<file path="config.mk">
export PLATFORM = sky130hd
export DESIGN_NAME = supply_threshold_monitor_cfgsel
export DESIGN_NICKNAME = d
export VERILOG_FILES = /design/src/pkg/supply_monitor_pkg.sv /design/src/hdl/supply_threshold_monitor_cfgsel.sv
export SDC_FILE = /design/constraint.sdc
export NUM_CORES = 1
export LEC_CHECK = 0
export BUFFER_PORTS_ARGS = -buffer_cell sky130_fd_sc_hd__buf_2
export CORE_MARGIN = 3
export CORE_UTILIZATION = 34
export CTS_BUF_LIST = sky130_fd_sc_hd__clkbuf_16
export CTS_CLUSTER_DIAMETER = 100
export DETAILED_ROUTE_END_ITERATION = 10
export PLACE_DENSITY_LB_ADDON = 0.05
export SYNTH_ARGS = -nofsm -noshare
export SYNTH_HDL_FRONTEND = slang
export SYNTH_SLANG_ARGS = --single-unit
</file>
<file path="constraint.sdc">
create_clock -name clock -period 7 [get_ports clock]
set_input_delay 1.4 -clock clock [delete_from_list [all_inputs] [get_ports clock]]
set_output_delay 1.4 -clock clock [all_outputs]
set_load 0.01 [all_outputs]
</file>
<file path="src/pkg/supply_monitor_pkg.sv">
// constants and types shared by the supply threshold monitor
package supply_monitor_pkg;

  // time base
  localparam int CLOCK_PERIOD_NS = 40;
  localparam int OSC_PERIOD_NS = 50_000;
  localparam int OSC_TICK_CYCLES = OSC_PERIOD_NS / CLOCK_PERIOD_NS;
  localparam int TICK_W = 12;

  // comparator and threshold layout
  localparam int DAC_W = 8;
  localparam int SUPPLY_THRESHOLDS = 4;
  localparam int SUPPLY_VALUES = 5;
  localparam int IDX_W = 3;
  localparam logic [IDX_W-1:0] ZERO_VOLT_INDEX = 3'h4;
  localparam int DEB_W = 8;
  localparam int VALID_W = 9;

  // configuration-select thermometer
  localparam int CFG_BITS = 16;
  localparam int CFG_LEVELS = 17;
  localparam int CFG_IDX_W = 4;
  localparam int LEVEL_W = 5;
  localparam logic [CFG_BITS-1:0] CFG_MATCH_RESET = 16'h0000;
  localparam logic [CFG_IDX_W-1:0] CFG_LAST_INDEX = 4'hF;
  localparam logic [LEVEL_W-1:0] UFP_FIRST_LEVEL = 5'h08;
  localparam logic [LEVEL_W-1:0] DFP_FIRST_LEVEL = 5'h0D;
  localparam logic [3:0] CUSTOMER_MAX = 4'hF;
  localparam logic [6:0] CFG_ADDRESS [CFG_LEVELS] = '{
    7'h5F, 7'h5E, 7'h5D, 7'h5C, 7'h6B, 7'h6A, 7'h69, 7'h68,
    7'h5F, 7'h5E, 7'h5D, 7'h5C, 7'h6B,
    7'h6A, 7'h69, 7'h68, 7'h48};

  // power interrupt flag positions
  localparam int PWR_FLAGS = 3;
  localparam int PWR_SUPPLY_CHANGE = 0;
  localparam int PWR_BACKDRIVE_CC1 = 1;
  localparam int CC_PINS = 2;

  // standalone disable field positions
  localparam int STANDALONE_UFP_OFF = 0;
  localparam int STANDALONE_DFP_OFF = 1;
  localparam int PWR_CAP_W = 2;

  typedef enum logic [1:0] {
    MODE_COMPANION,
    MODE_STANDALONE_UFP,
    MODE_STANDALONE_DFP
  } op_mode_t;

  typedef struct packed {
    op_mode_t mode;
    logic [6:0] i2c_address;
    logic [3:0] customer_value;
  } cfg_result_t;

endpackage

</file>
<file path="src/hdl/supply_threshold_monitor_cfgsel.sv">
// supply threshold sequencer, debouncer, config-select sampler and back-drive guard
`timescale 1ns/100ps

module supply_threshold_monitor_cfgsel
  import supply_monitor_pkg::*;
#(
  parameter int TICK_CYCLES = OSC_TICK_CYCLES,
  parameter bit REDUCED_VARIANT = 1'b0
)
(
  input wire logic clock,
  input wire logic rst_b,
  input wire logic comparator_out,
  input wire logic [SUPPLY_THRESHOLDS-1:0][DAC_W-1:0] supply_threshold,
  input wire logic [DAC_W-1:0] zero_volt_threshold,
  input wire logic [SUPPLY_VALUES-1:0] threshold_write,
  input wire logic [SUPPLY_VALUES-1:0] supply_match_enable,
  input wire logic [SUPPLY_VALUES-1:0] supply_debounce_clear_enable,
  input wire logic [DEB_W-1:0] supply_debounce_time,
  input wire logic [SUPPLY_VALUES-1:0] change_flags_clear,
  input wire logic [CFG_BITS-1:0][DAC_W-1:0] config_select_threshold,
  input wire logic [PWR_CAP_W-1:0] power_capability_pins,
  input wire logic [1:0] standalone_disable,
  input wire logic [CC_PINS-1:0] backdrive_detect,
  input wire logic [CC_PINS-1:0] vconn_request,
  input wire logic vconn_auto_off_enable,
  input wire logic [DEB_W-1:0] backdrive_debounce_time,
  input wire logic [PWR_FLAGS-1:0] power_interrupt_enable,
  input wire logic [PWR_FLAGS-1:0] power_interrupt_clear,
  output logic [DAC_W-1:0] dac_code,
  output logic comparator_select,
  output logic [SUPPLY_VALUES-1:0] supply_match,
  output logic [SUPPLY_VALUES-1:0] supply_change_flags,
  output logic supply_match_valid,
  output logic supply_below_zero_volt,
  output logic [PWR_FLAGS-1:0] power_interrupt_flags,
  output logic irq_b,
  output logic [CFG_BITS-1:0] config_select_match,
  output logic config_done,
  output cfg_result_t cfg_result,
  output logic standalone_dfp_active,
  output logic standalone_ufp_active,
  output logic [PWR_CAP_W-1:0] charge_current_sel,
  output logic [CC_PINS-1:0] vconn_switch_on
);

  typedef enum logic [1:0] {PH_CFG_SETTLE, PH_CFG_SAMPLE, PH_SCAN} phase_t;

  localparam logic [TICK_W-1:0] TICK_LAST = TICK_W'(TICK_CYCLES - 1);

  function automatic logic [IDX_W-1:0] next_index(input logic [IDX_W-1:0] cur,
                                                  input logic [SUPPLY_VALUES-1:0] en);
    logic [IDX_W-1:0] pick;
    logic [IDX_W-1:0] cand;
    pick = cur;
    for (int k = SUPPLY_VALUES; k >= 1; k--)
    begin
      cand = IDX_W'((int'(cur) + k) % SUPPLY_VALUES);
      if (en[cand])
        pick = cand;
    end
    return pick;
  endfunction

  function automatic logic [LEVEL_W-1:0] level_of(input logic [CFG_BITS-1:0] code);
    logic [LEVEL_W-1:0] n;
    n = '0;
    for (int k = 0; k < CFG_BITS; k++)
      n = n + LEVEL_W'(code[k]);
    return n;
  endfunction

  logic [TICK_W-1:0] tick_cnt_q;
  logic tick_q;
  logic comp_s1_q;
  logic comp_s2_q;
  logic [CC_PINS-1:0] bd_s1_q;
  logic [CC_PINS-1:0] bd_s2_q;
  logic [PWR_CAP_W-1:0] cap_s1_q;
  logic [PWR_CAP_W-1:0] cap_s2_q;
  phase_t phase_q;
  logic [CFG_IDX_W-1:0] cfg_idx_q;
  logic [CFG_BITS-1:0] cfg_match_q;
  logic config_done_q;
  cfg_result_t cfg_d;
  cfg_result_t cfg_result_q;
  logic [PWR_CAP_W-1:0] charge_q;
  logic [IDX_W-1:0] scan_idx_q;
  logic [DAC_W-1:0] dac_code_q;
  logic comparator_select_q;
  logic [SUPPLY_VALUES-1:0] raw_q;
  logic [SUPPLY_VALUES-1:0] match_vec;
  logic [SUPPLY_VALUES-1:0] upd_w;
  logic [SUPPLY_VALUES-1:0] flags_q;
  logic restart_w;
  logic scan_tick;
  logic [VALID_W-1:0] valid_cnt_q;
  logic valid_q;
  logic below_q;
  logic [PWR_FLAGS-1:0] pwr_flags_q;
  logic irq_b_q;
  logic [CC_PINS-1:0] vconn_on_q;
  logic [CC_PINS-1:0] bd_flag_set;
  logic sa_dfp_q;
  logic sa_ufp_q;

  ////////////////////////////////////////////////////////////////////////////
  // 20 kHz time base and input synchronisers

  always_ff @(posedge clock or negedge rst_b)
  begin
    if (!rst_b)
    begin
      tick_cnt_q <= '0;
      tick_q <= 1'b0;
    end
    else
    begin
      tick_q <= (tick_cnt_q == TICK_LAST);
      tick_cnt_q <= (tick_cnt_q == TICK_LAST) ? '0 : tick_cnt_q + 1'b1;
    end
  end

  always_ff @(posedge clock or negedge rst_b)
  begin
    if (!rst_b)
    begin
      comp_s1_q <= 1'b0;
      comp_s2_q <= 1'b0;
      bd_s1_q <= '0;
      bd_s2_q <= '0;
      cap_s1_q <= '0;
      cap_s2_q <= '0;
    end
    else
    begin
      comp_s1_q <= comparator_out;
      comp_s2_q <= comp_s1_q;
      bd_s1_q <= backdrive_detect;
      bd_s2_q <= bd_s1_q;
      cap_s1_q <= power_capability_pins;
      cap_s2_q <= cap_s1_q;
    end
  end

  ////////////////////////////////////////////////////////////////////////////
  // config-select sampling, then hand the comparator to supply monitoring

  always_ff @(posedge clock or negedge rst_b)
  begin
    if (!rst_b)
    begin
      phase_q <= PH_CFG_SETTLE;
      cfg_idx_q <= '0;
      cfg_match_q <= CFG_MATCH_RESET;
    end
    else if (tick_q)
    begin
      case (phase_q)
        PH_CFG_SETTLE: phase_q <= PH_CFG_SAMPLE;
        PH_CFG_SAMPLE:
        begin
          // each bit needs the one below it, keeping the thermometer form
          cfg_match_q[cfg_idx_q] <= comp_s2_q &
                                    ((cfg_idx_q == '0) || cfg_match_q[cfg_idx_q - 1'b1]);
          if (cfg_idx_q == CFG_LAST_INDEX)
            phase_q <= PH_SCAN;
          else
            cfg_idx_q <= cfg_idx_q + 1'b1;
        end
        default: phase_q <= PH_SCAN;
      endcase
    end
  end

  always_comb
  begin
    logic [LEVEL_W-1:0] level;
    level = level_of(cfg_match_q);
    cfg_d.i2c_address = CFG_ADDRESS[level];
    cfg_d.customer_value = (level > {1'b0, CUSTOMER_MAX}) ? CUSTOMER_MAX : level[3:0];
    if (REDUCED_VARIANT)
      cfg_d.mode = (level >= UFP_FIRST_LEVEL) ? MODE_STANDALONE_UFP : MODE_COMPANION;
    else if (level >= DFP_FIRST_LEVEL)
      cfg_d.mode = MODE_STANDALONE_DFP;
    else if (level >= UFP_FIRST_LEVEL)
      cfg_d.mode = MODE_STANDALONE_UFP;
    else
      cfg_d.mode = MODE_COMPANION;
  end

  always_ff @(posedge clock or negedge rst_b)
  begin
    if (!rst_b)
    begin
      config_done_q <= 1'b0;
      cfg_result_q <= '0;
      charge_q <= '0;
    end
    else if (phase_q == PH_SCAN && !config_done_q)
    begin
      config_done_q <= 1'b1;
      cfg_result_q <= cfg_d;
      charge_q <= cap_s2_q;
    end
  end

  // standalone roles, software may turn either off later
  always_ff @(posedge clock or negedge rst_b)
  begin
    if (!rst_b)
    begin
      sa_dfp_q <= 1'b0;
      sa_ufp_q <= 1'b0;
    end
    else
    begin
      sa_dfp_q <= config_done_q && cfg_result_q.mode == MODE_STANDALONE_DFP &&
                  !standalone_disable[STANDALONE_DFP_OFF];
      sa_ufp_q <= config_done_q && cfg_result_q.mode == MODE_STANDALONE_UFP &&
                  !standalone_disable[STANDALONE_UFP_OFF];
    end
  end

  ////////////////////////////////////////////////////////////////////////////
  // threshold sequencer driving the DAC

  assign scan_tick = tick_q && phase_q == PH_SCAN;
  assign restart_w = |threshold_write;

  always_ff @(posedge clock or negedge rst_b)
  begin
    if (!rst_b)
    begin
      scan_idx_q <= '0;
      raw_q <= '0;
    end
    else if (scan_tick)
    begin
      if (supply_match_enable[scan_idx_q])
        raw_q[scan_idx_q] <= comp_s2_q;
      scan_idx_q <= next_index(scan_idx_q, supply_match_enable);
    end
  end

  always_ff @(posedge clock or negedge rst_b)
  begin
    if (!rst_b)
    begin
      dac_code_q <= '0;
      comparator_select_q <= 1'b1;
    end
    else
    begin
      comparator_select_q <= (phase_q != PH_SCAN);
      if (phase_q != PH_SCAN)
        dac_code_q <= config_select_threshold[cfg_idx_q];
      else if (scan_idx_q == ZERO_VOLT_INDEX)
        dac_code_q <= zero_volt_threshold;
      else
        dac_code_q <= supply_threshold[scan_idx_q[1:0]];
    end
  end

  ////////////////////////////////////////////////////////////////////////////
  // per-threshold debouncers

  for (genvar i = 0; i < SUPPLY_VALUES; i++)
  begin : g_deb
    logic [DEB_W-1:0] cnt_q;
    logic match_q;
    assign upd_w[i] = scan_tick && supply_match_enable[i] && !restart_w &&
                      raw_q[i] != match_q && cnt_q >= supply_debounce_time;
    assign match_vec[i] = match_q;
    always_ff @(posedge clock or negedge rst_b)
    begin
      if (!rst_b)
      begin
        cnt_q <= '0;
        match_q <= 1'b0;
      end
      else if (!supply_match_enable[i])
      begin
        cnt_q <= '0;
        match_q <= 1'b0;
      end
      else if (restart_w)
        cnt_q <= '0;
      else if (upd_w[i])
      begin
        match_q <= raw_q[i];
        cnt_q <= '0;
      end
      else if (scan_tick)
      begin
        if (raw_q[i] != match_q)
          cnt_q <= cnt_q + 1'b1;
        else if (supply_debounce_clear_enable[i])
          cnt_q <= '0;
      end
    end
  end

  // change flags: a new change wins over a clear in the same cycle
  always_ff @(posedge clock or negedge rst_b)
  begin
    if (!rst_b)
      flags_q <= '0;
    else
      flags_q <= (flags_q & ~change_flags_clear) | upd_w;
  end

  // results valid after one full round plus the debounce time
  always_ff @(posedge clock or negedge rst_b)
  begin
    if (!rst_b)
    begin
      valid_cnt_q <= '0;
      valid_q <= 1'b0;
    end
    else if (restart_w)
    begin
      valid_cnt_q <= '0;
      valid_q <= 1'b0;
    end
    else if (scan_tick && !valid_q)
    begin
      valid_cnt_q <= valid_cnt_q + 1'b1;
      if (valid_cnt_q >= {1'b0, supply_debounce_time} + VALID_W'(SUPPLY_VALUES))
        valid_q <= 1'b1;
    end
  end

  always_ff @(posedge clock or negedge rst_b)
  begin
    if (!rst_b)
      below_q <= 1'b0;
    else
      below_q <= valid_q && match_vec == '0;
  end

  ////////////////////////////////////////////////////////////////////////////
  // back-drive guard per CC pin

  for (genvar p = 0; p < CC_PINS; p++)
  begin : g_bd
    logic [DEB_W-1:0] bd_cnt_q;
    logic kill_q;
    logic on_q;
    assign bd_flag_set[p] = bd_s2_q[p];
    assign vconn_on_q[p] = on_q;
    always_ff @(posedge clock or negedge rst_b)
    begin
      if (!rst_b)
      begin
        bd_cnt_q <= '0;
        kill_q <= 1'b0;
        on_q <= 1'b0;
      end
      else
      begin
        if (!bd_s2_q[p])
          bd_cnt_q <= '0;
        else if (tick_q && bd_cnt_q < backdrive_debounce_time)
          bd_cnt_q <= bd_cnt_q + 1'b1;
        // off until software drops its request
        if (!vconn_request[p])
          kill_q <= 1'b0;
        else if (vconn_auto_off_enable && bd_s2_q[p] && bd_cnt_q >= backdrive_debounce_time)
          kill_q <= 1'b1;
        on_q <= vconn_request[p] && !kill_q;
      end
    end
  end

  ////////////////////////////////////////////////////////////////////////////
  // power interrupt flags and request pin

  always_ff @(posedge clock or negedge rst_b)
  begin
    if (!rst_b)
    begin
      pwr_flags_q <= '0;
      irq_b_q <= 1'b1;
    end
    else
    begin
      pwr_flags_q <= (pwr_flags_q & ~power_interrupt_clear) |
                     {bd_flag_set, |upd_w};
      irq_b_q <= ~|(pwr_flags_q & power_interrupt_enable);
    end
  end

  assign dac_code = dac_code_q;
  assign comparator_select = comparator_select_q;
  assign supply_match = match_vec;
  assign supply_change_flags = flags_q;
  assign supply_match_valid = valid_q;
  assign supply_below_zero_volt = below_q;
  assign power_interrupt_flags = pwr_flags_q;
  assign irq_b = irq_b_q;
  assign config_select_match = cfg_match_q;
  assign config_done = config_done_q;
  assign cfg_result = cfg_result_q;
  assign standalone_dfp_active = sa_dfp_q;
  assign standalone_ufp_active = sa_ufp_q;
  assign charge_current_sel = charge_q;
  assign vconn_switch_on = vconn_on_q;

  ////////////////////////////////////////////////////////////////////////////
  // checks

  AST_DAC_ZERO_VOLT: assert property (@(posedge clock) disable iff (!rst_b)
    (phase_q == PH_SCAN && scan_idx_q == ZERO_VOLT_INDEX) |=> dac_code == $past(zero_volt_threshold))
    else $error("dac does not carry zero-volt threshold");
  AST_COMP_SHARED: assert property (@(posedge clock) disable iff (!rst_b)
    !config_done |-> comparator_select)
    else $error("comparator left config-select before config done");
  AST_TICK_SPACING: assert property (@(posedge clock) disable iff (!rst_b)
    tick_q |=> !tick_q [*7])
    else $error("oscillator ticks too close");
  AST_DISABLED_CLEAR: assert property (@(posedge clock) disable iff (!rst_b)
    (supply_match & ~$past(supply_match_enable)) == '0)
    else $error("disabled threshold kept a match bit");
  AST_IRQ_ON_CHANGE: assert property (@(posedge clock) disable iff (!rst_b)
    (|upd_w && power_interrupt_enable[PWR_SUPPLY_CHANGE] && power_interrupt_clear == '0)
    ##1 (power_interrupt_enable[PWR_SUPPLY_CHANGE] && power_interrupt_clear == '0) |=> !irq_b)
    else $error("interrupt pin not asserted after supply change");
  AST_RESTART_INVALID: assert property (@(posedge clock) disable iff (!rst_b)
    restart_w |=> !supply_match_valid [*2])
    else $error("valid survived a threshold write");
  AST_SET_WINS: assert property (@(posedge clock) disable iff (!rst_b)
    (upd_w[0] && change_flags_clear[0]) |=> supply_change_flags[0])
    else $error("change flag lost to a clear");
  AST_BELOW_ZERO: assert property (@(posedge clock) disable iff (!rst_b)
    (supply_match_valid && supply_match == '0) |=> supply_below_zero_volt)
    else $error("below-zero indication missing");
  AST_THERMOMETER: assert property (@(posedge clock) disable iff (!rst_b)
    config_done |-> ((config_select_match + 17'h0_0001) & {1'b0, config_select_match}) == '0)
    else $error("config-select match is not a thermometer code");
  AST_BACKDRIVE_FLAG: assert property (@(posedge clock) disable iff (!rst_b)
    (bd_s2_q[0] && !power_interrupt_clear[PWR_BACKDRIVE_CC1]) |=>
    power_interrupt_flags[PWR_BACKDRIVE_CC1])
    else $error("back-drive flag not set");
  AST_VCONN_OFF: assert property (@(posedge clock) disable iff (!rst_b)
    (g_bd[0].kill_q && vconn_request[0]) |=> !vconn_switch_on[0])
    else $error("vconn stayed on after back-drive");

endmodule

</file>
==> metrics.md <==
| Metric | Value |
|---|---|
| Synth Area in Adders | `12.99%` |
| Seq/Total Area, Yosys | `approximately a third` |
| Critical Path AT | `approximately 5.3 ns` |
| Sw Pwr | `0.0007572 W` |
| Gr ovfl total | `0` |
| Final Slew Violations | `0` |
| Xor and xnor area share after synthesis | `4.818%` |
| Mapped Avg Cell Area | `9.696 µm²` |
| Area added between synthesis and finish | `19.26%` |
| Top-count cell post-synth | `dfrtp_1` |
| Clock power frac | `39.3%` |
| Cells after Synth | `approximately 1300` |
| Largest family of logic cells by synthesized area | `simple AND/OR/NAND/NOR gates` |
| Synthesized Nets | `1637` |
| Setup Buffers After CTS | `0` |
| VDD IR-drop max | `0.0001211 V` |
| P per Cell Area | `162.6 nW/µm²` |
| Tmin final | `4.875 ns` |
| Root buffer cell | `clkbuf_16` |
| Total GRT Usage | `between 20% and 30%` |
| CTS buffer count | `17` |
| Die height | `approximately 200 µm` |
| Drt pass-1 iters | `5` |
| Total power | `0.002427 W` |
| Post-synth top area share | `a little under a third` |
| Simple-Gate Fraction of Synth Area | `16.78%` |
| Ports | `283` |
| Switching share of power | `31.20%` |
| Hold violation count in the final report | `0` |
| Worst-path maximum fanout | `16` |
| Hold_buf cts | `0` |
| Final Skew | `0.01162 ns` |
| Pre-CTS setup slack | `2.203 ns` |
| WS Path Type | `reg -> reg` |
| CP Capture Type | `flop` |
| Clock latency on the worst-skew pair | `0.45 ns` |
| Wire length per cell | `slightly below 20 µm` |
| Tcrit/Tclk final | `69.64%` |
| DRT Wirelength | `39510 µm` |
| Initial DRC count | `393` |
| Reg-to-Reg Start | `scan_idx_q[0]` |
| Leakage dissipation | `7.142 nW` |
| CTS clk-pin slew, worst paths | `0.07 ns` |
| Largest net degree at the start of global routing | `63` |
| Site Rows | `69` |
| # clock sinks | `~160` |
| Fraction of synthesized area in multiplexers | `13.62%` |
| Core area | `35910 µm²` |
| Min-Delay Endpoint | `cap_s2_q[0]` |
| Crit path cell chain | `clkinv_1, ha_1, ha_1, nor2_1, a21oi_1, xnor2_1, ha_1, nor2b_1, a2111oi_1, a211oi_2, mux2i_1, nand2_1, mux2_2, or4_1, a41o_1, mux2i_1` |
| Async set-reset flop share out of synthesis | `100.0%` |
| CP startpoint kind | `flop` |
| Core Util, Final | `41.57%` |
| Reg-to-reg endpoint | `scan_idx_q[1]` |
| Die width | `around 200 µm` |
| Post-synth EDFFs | `0` |
| Synth warn | `0` |
| Die ar. | `39150 µm²` |
| Max cap viols | `0` |
| Library cells used by synthesis | `85` |
| DRC viols | `0` |
| GR Util met2 | `35.89%` |
| Final non-filler cell total | `2028` |
| Seq pwr share | `39.2%` |
| Hold Startpoint | `cap_s1_q[0]` |
| Worst Tran Pin Value | `about 1.1 ns` |
| Detailed-route via count | `10610` |
| Most used DFF post-synth | `dfrtp_1` |
| Int Pwr | `0.001669 W` |
| Reg2reg setup slack | `2.13 ns` |
| Crit path launch | `scan_idx_q[0]` |
| Starting Density | `a little over a third` |
| Slew margin rel. | `28.49%` |
| Final WS setup | `2.125 ns` |
| Post-CTS Resized | `0` |
| Compound-Gate Fraction of Synth Area | `14.63%` |
| Hold Crit Depth | `0` |
| Number of antenna violations at the first check in global routing | `6` |
| Setup TNS Final | `0 ns` |
| Share of cells above drive strength 1 | `27.16%` |
| Combinational share of power | `a little over a fifth` |
| Dpl cells | `approximately 2000` |
| CTS tree | `yes` |
| Htree depth | `4` |
| Post-route ant nets | `0` |
| Status | `finished, final reports clean` |
| Worst-case reg-to-reg path depth | `16` |
| Layout Nets | `about 1900` |
| Slowest-stage cell, CP | `ha_1` |
| Worst stage delay on the critical path | `0.69 ns` |
| F_max | `205.1 MHz` |
| Synth area leaders | `dfrtp_1, ha_1, mux4_2, nand2_1, xnor2_1` |
| Routing usage on met1 | `25.39%` |
| Leading area contributor after synthesis | `dfrtp_1` |
| Required @ worst endpoint | `7.38 ns` |
| Gr busiest metal | `met2` |
| RSZ-0062 raised after global routing | `no` |
| Synth Register Bits | `162` |
| PortBufs | `~280` |
| GR Layer Usage met3 | `3.607%` |
| Post-synth top cells | `dfrtp_1, ha_1, nand2_1` |
| Most used cell, CP | `ha_1` |
| Gpl congestion | `0.8735` |
| Fillers | `3651` |
| Clock Tree Buf Depth | `2` |
| Synthesized area | `12520 µm²` |
| Vias in the first global route | `10550` |
| First-pass GRT wire length | `around 61000 µm` |
| Worst hold path type | `reg -> reg` |
| Routed vias/inst | `5.233` |
| HPWL after detailed placement | `between 30000 and 40000 µm` |
| Setup violations, final | `0` |
## metal layers
layer	vias to the layer above	part of all wire [%]
li1	5187	-
met1	5099	44
met2	291	50
met3	34	4.3
met4	2	1.5
met5	-	0.051
## power by group through the flow
| stage | registers, W | clock network [W] | logic, W |
|---|---|---|---|
| 3_5_place_dp | 0.000969 | 0 | 0.000525 |
| 5_1_grt | 0.000952 | 0.00103 | 0.000585 |
| 6_report | 0.000951 | 0.000953 | 0.000523 |
| 3_3_place_gp | 0.000969 | 0 | 0.000519 |
| 4_1_cts | 0.000951 | 0.000987 | 0.000528 |
| 2_1_floorplan | 0.000970 | 0 | 0.000336 |
## layout by cell type (no fill, tap or decap), types with 16 or more instances in the layout
| master | Yosys | final |
|---|---|---|
| a21o_1 | 33 | 33 |
| a21oi_1 | 50 | 50 |
| and2_1 | 24 | 24 |
| and3_1 | 16 | 16 |
| buf_2 | 9 | 281 |
| clkbuf_16 | 0 | 17 |
| dfrtp_1 | 160 | 158 |
| ha_1 | 114 | 114 |
| inv_1 | 88 | 89 |
| mux2_2 | 17 | 17 |
| mux2i_1 | 32 | 32 |
| mux4_2 | 53 | 53 |
| nand2_1 | 105 | 105 |
| nand2b_1 | 19 | 19 |
| nand3_1 | 44 | 44 |
| nand4_1 | 17 | 17 |
| nor2_1 | 90 | 90 |
| nor2b_1 | 26 | 26 |
| nor3_1 | 28 | 28 |
| o21ai_0 | 67 | 67 |
| xnor2_1 | 41 | 41 |
| xor2_1 | 26 | 26 |
## cell families (layout without fill, tap and decap cells)
family / count (synthesis) / count (layout)
AOI/OAI and AO/OA: 272 / 272
buffers and inverters: 143 / 417
adders and majority gates: 124 / 124
and+or+nand+nor: 420 / 420
DFF: 162 / 162
xor gates and xnor gates: 68 / 68
muxes: 102 / 102
other: 0 / 2
## stage by stage
stage	area, µm²	hold WS, ns
floorplan	12520	0.3312
global placement	14350	0.3319
detailed placement	14350	0.3356
CTS	14920	0.3523
global route	14930	0.3599
finish	14930	0.3499
## flip-flops by register name, indices dropped and copies added (netlist names), 3 cells and up
signal	count
cfg_idx_q	4
cfg_result	11
config_select_match	16
dac_code	8
g_bd.bd_cnt_q	16
g_deb.cnt_q	40
g_deb.match_q	5
power_interrupt_flags	3
raw_q	5
scan_idx_q	3
supply_change_flags	5
tick_cnt_q	12
valid_cnt_q	9
## worst max-delay path: cells and delay by family, from the launching register on
family	cells	cell delay, ns
simple gates	4	0.87
fa+ha+maj	3	1.25
xor+xnor	1	0.28
compound gates	4	0.82
flops	1	0.36
buf+inv	1	0.43
mux	3	0.77
## layout make-up
class,instances,area (µm²),area share [%]
antenna,2,5.005,0.03353
clock buffer,17,425.4,2.850
clock inverter,15,145.1,0.9723
inverter,91,341.6,2.288
multi-input combinational,986,7868,52.70
sequential,162,4059,27.19
tap,461,576.8,3.864
timing repair buffer,294,1508,10.10
## worst max-delay path by stage
stage | endpoint | cells after the start | slack, ns
2_1_floorplan | scan_idx_q[1] | 18 | 2.53
3_3_place_gp | scan_idx_q[1] | 16 | 2.26
3_5_place_dp | scan_idx_q[1] | 16 | 2.20
4_1_cts | scan_idx_q[1] | 16 | 2.17
5_1_grt | scan_idx_q[1] | 16 | 1.74
6_report | scan_idx_q[1] | 16 | 2.13
(Power assumes the default switching activity.)
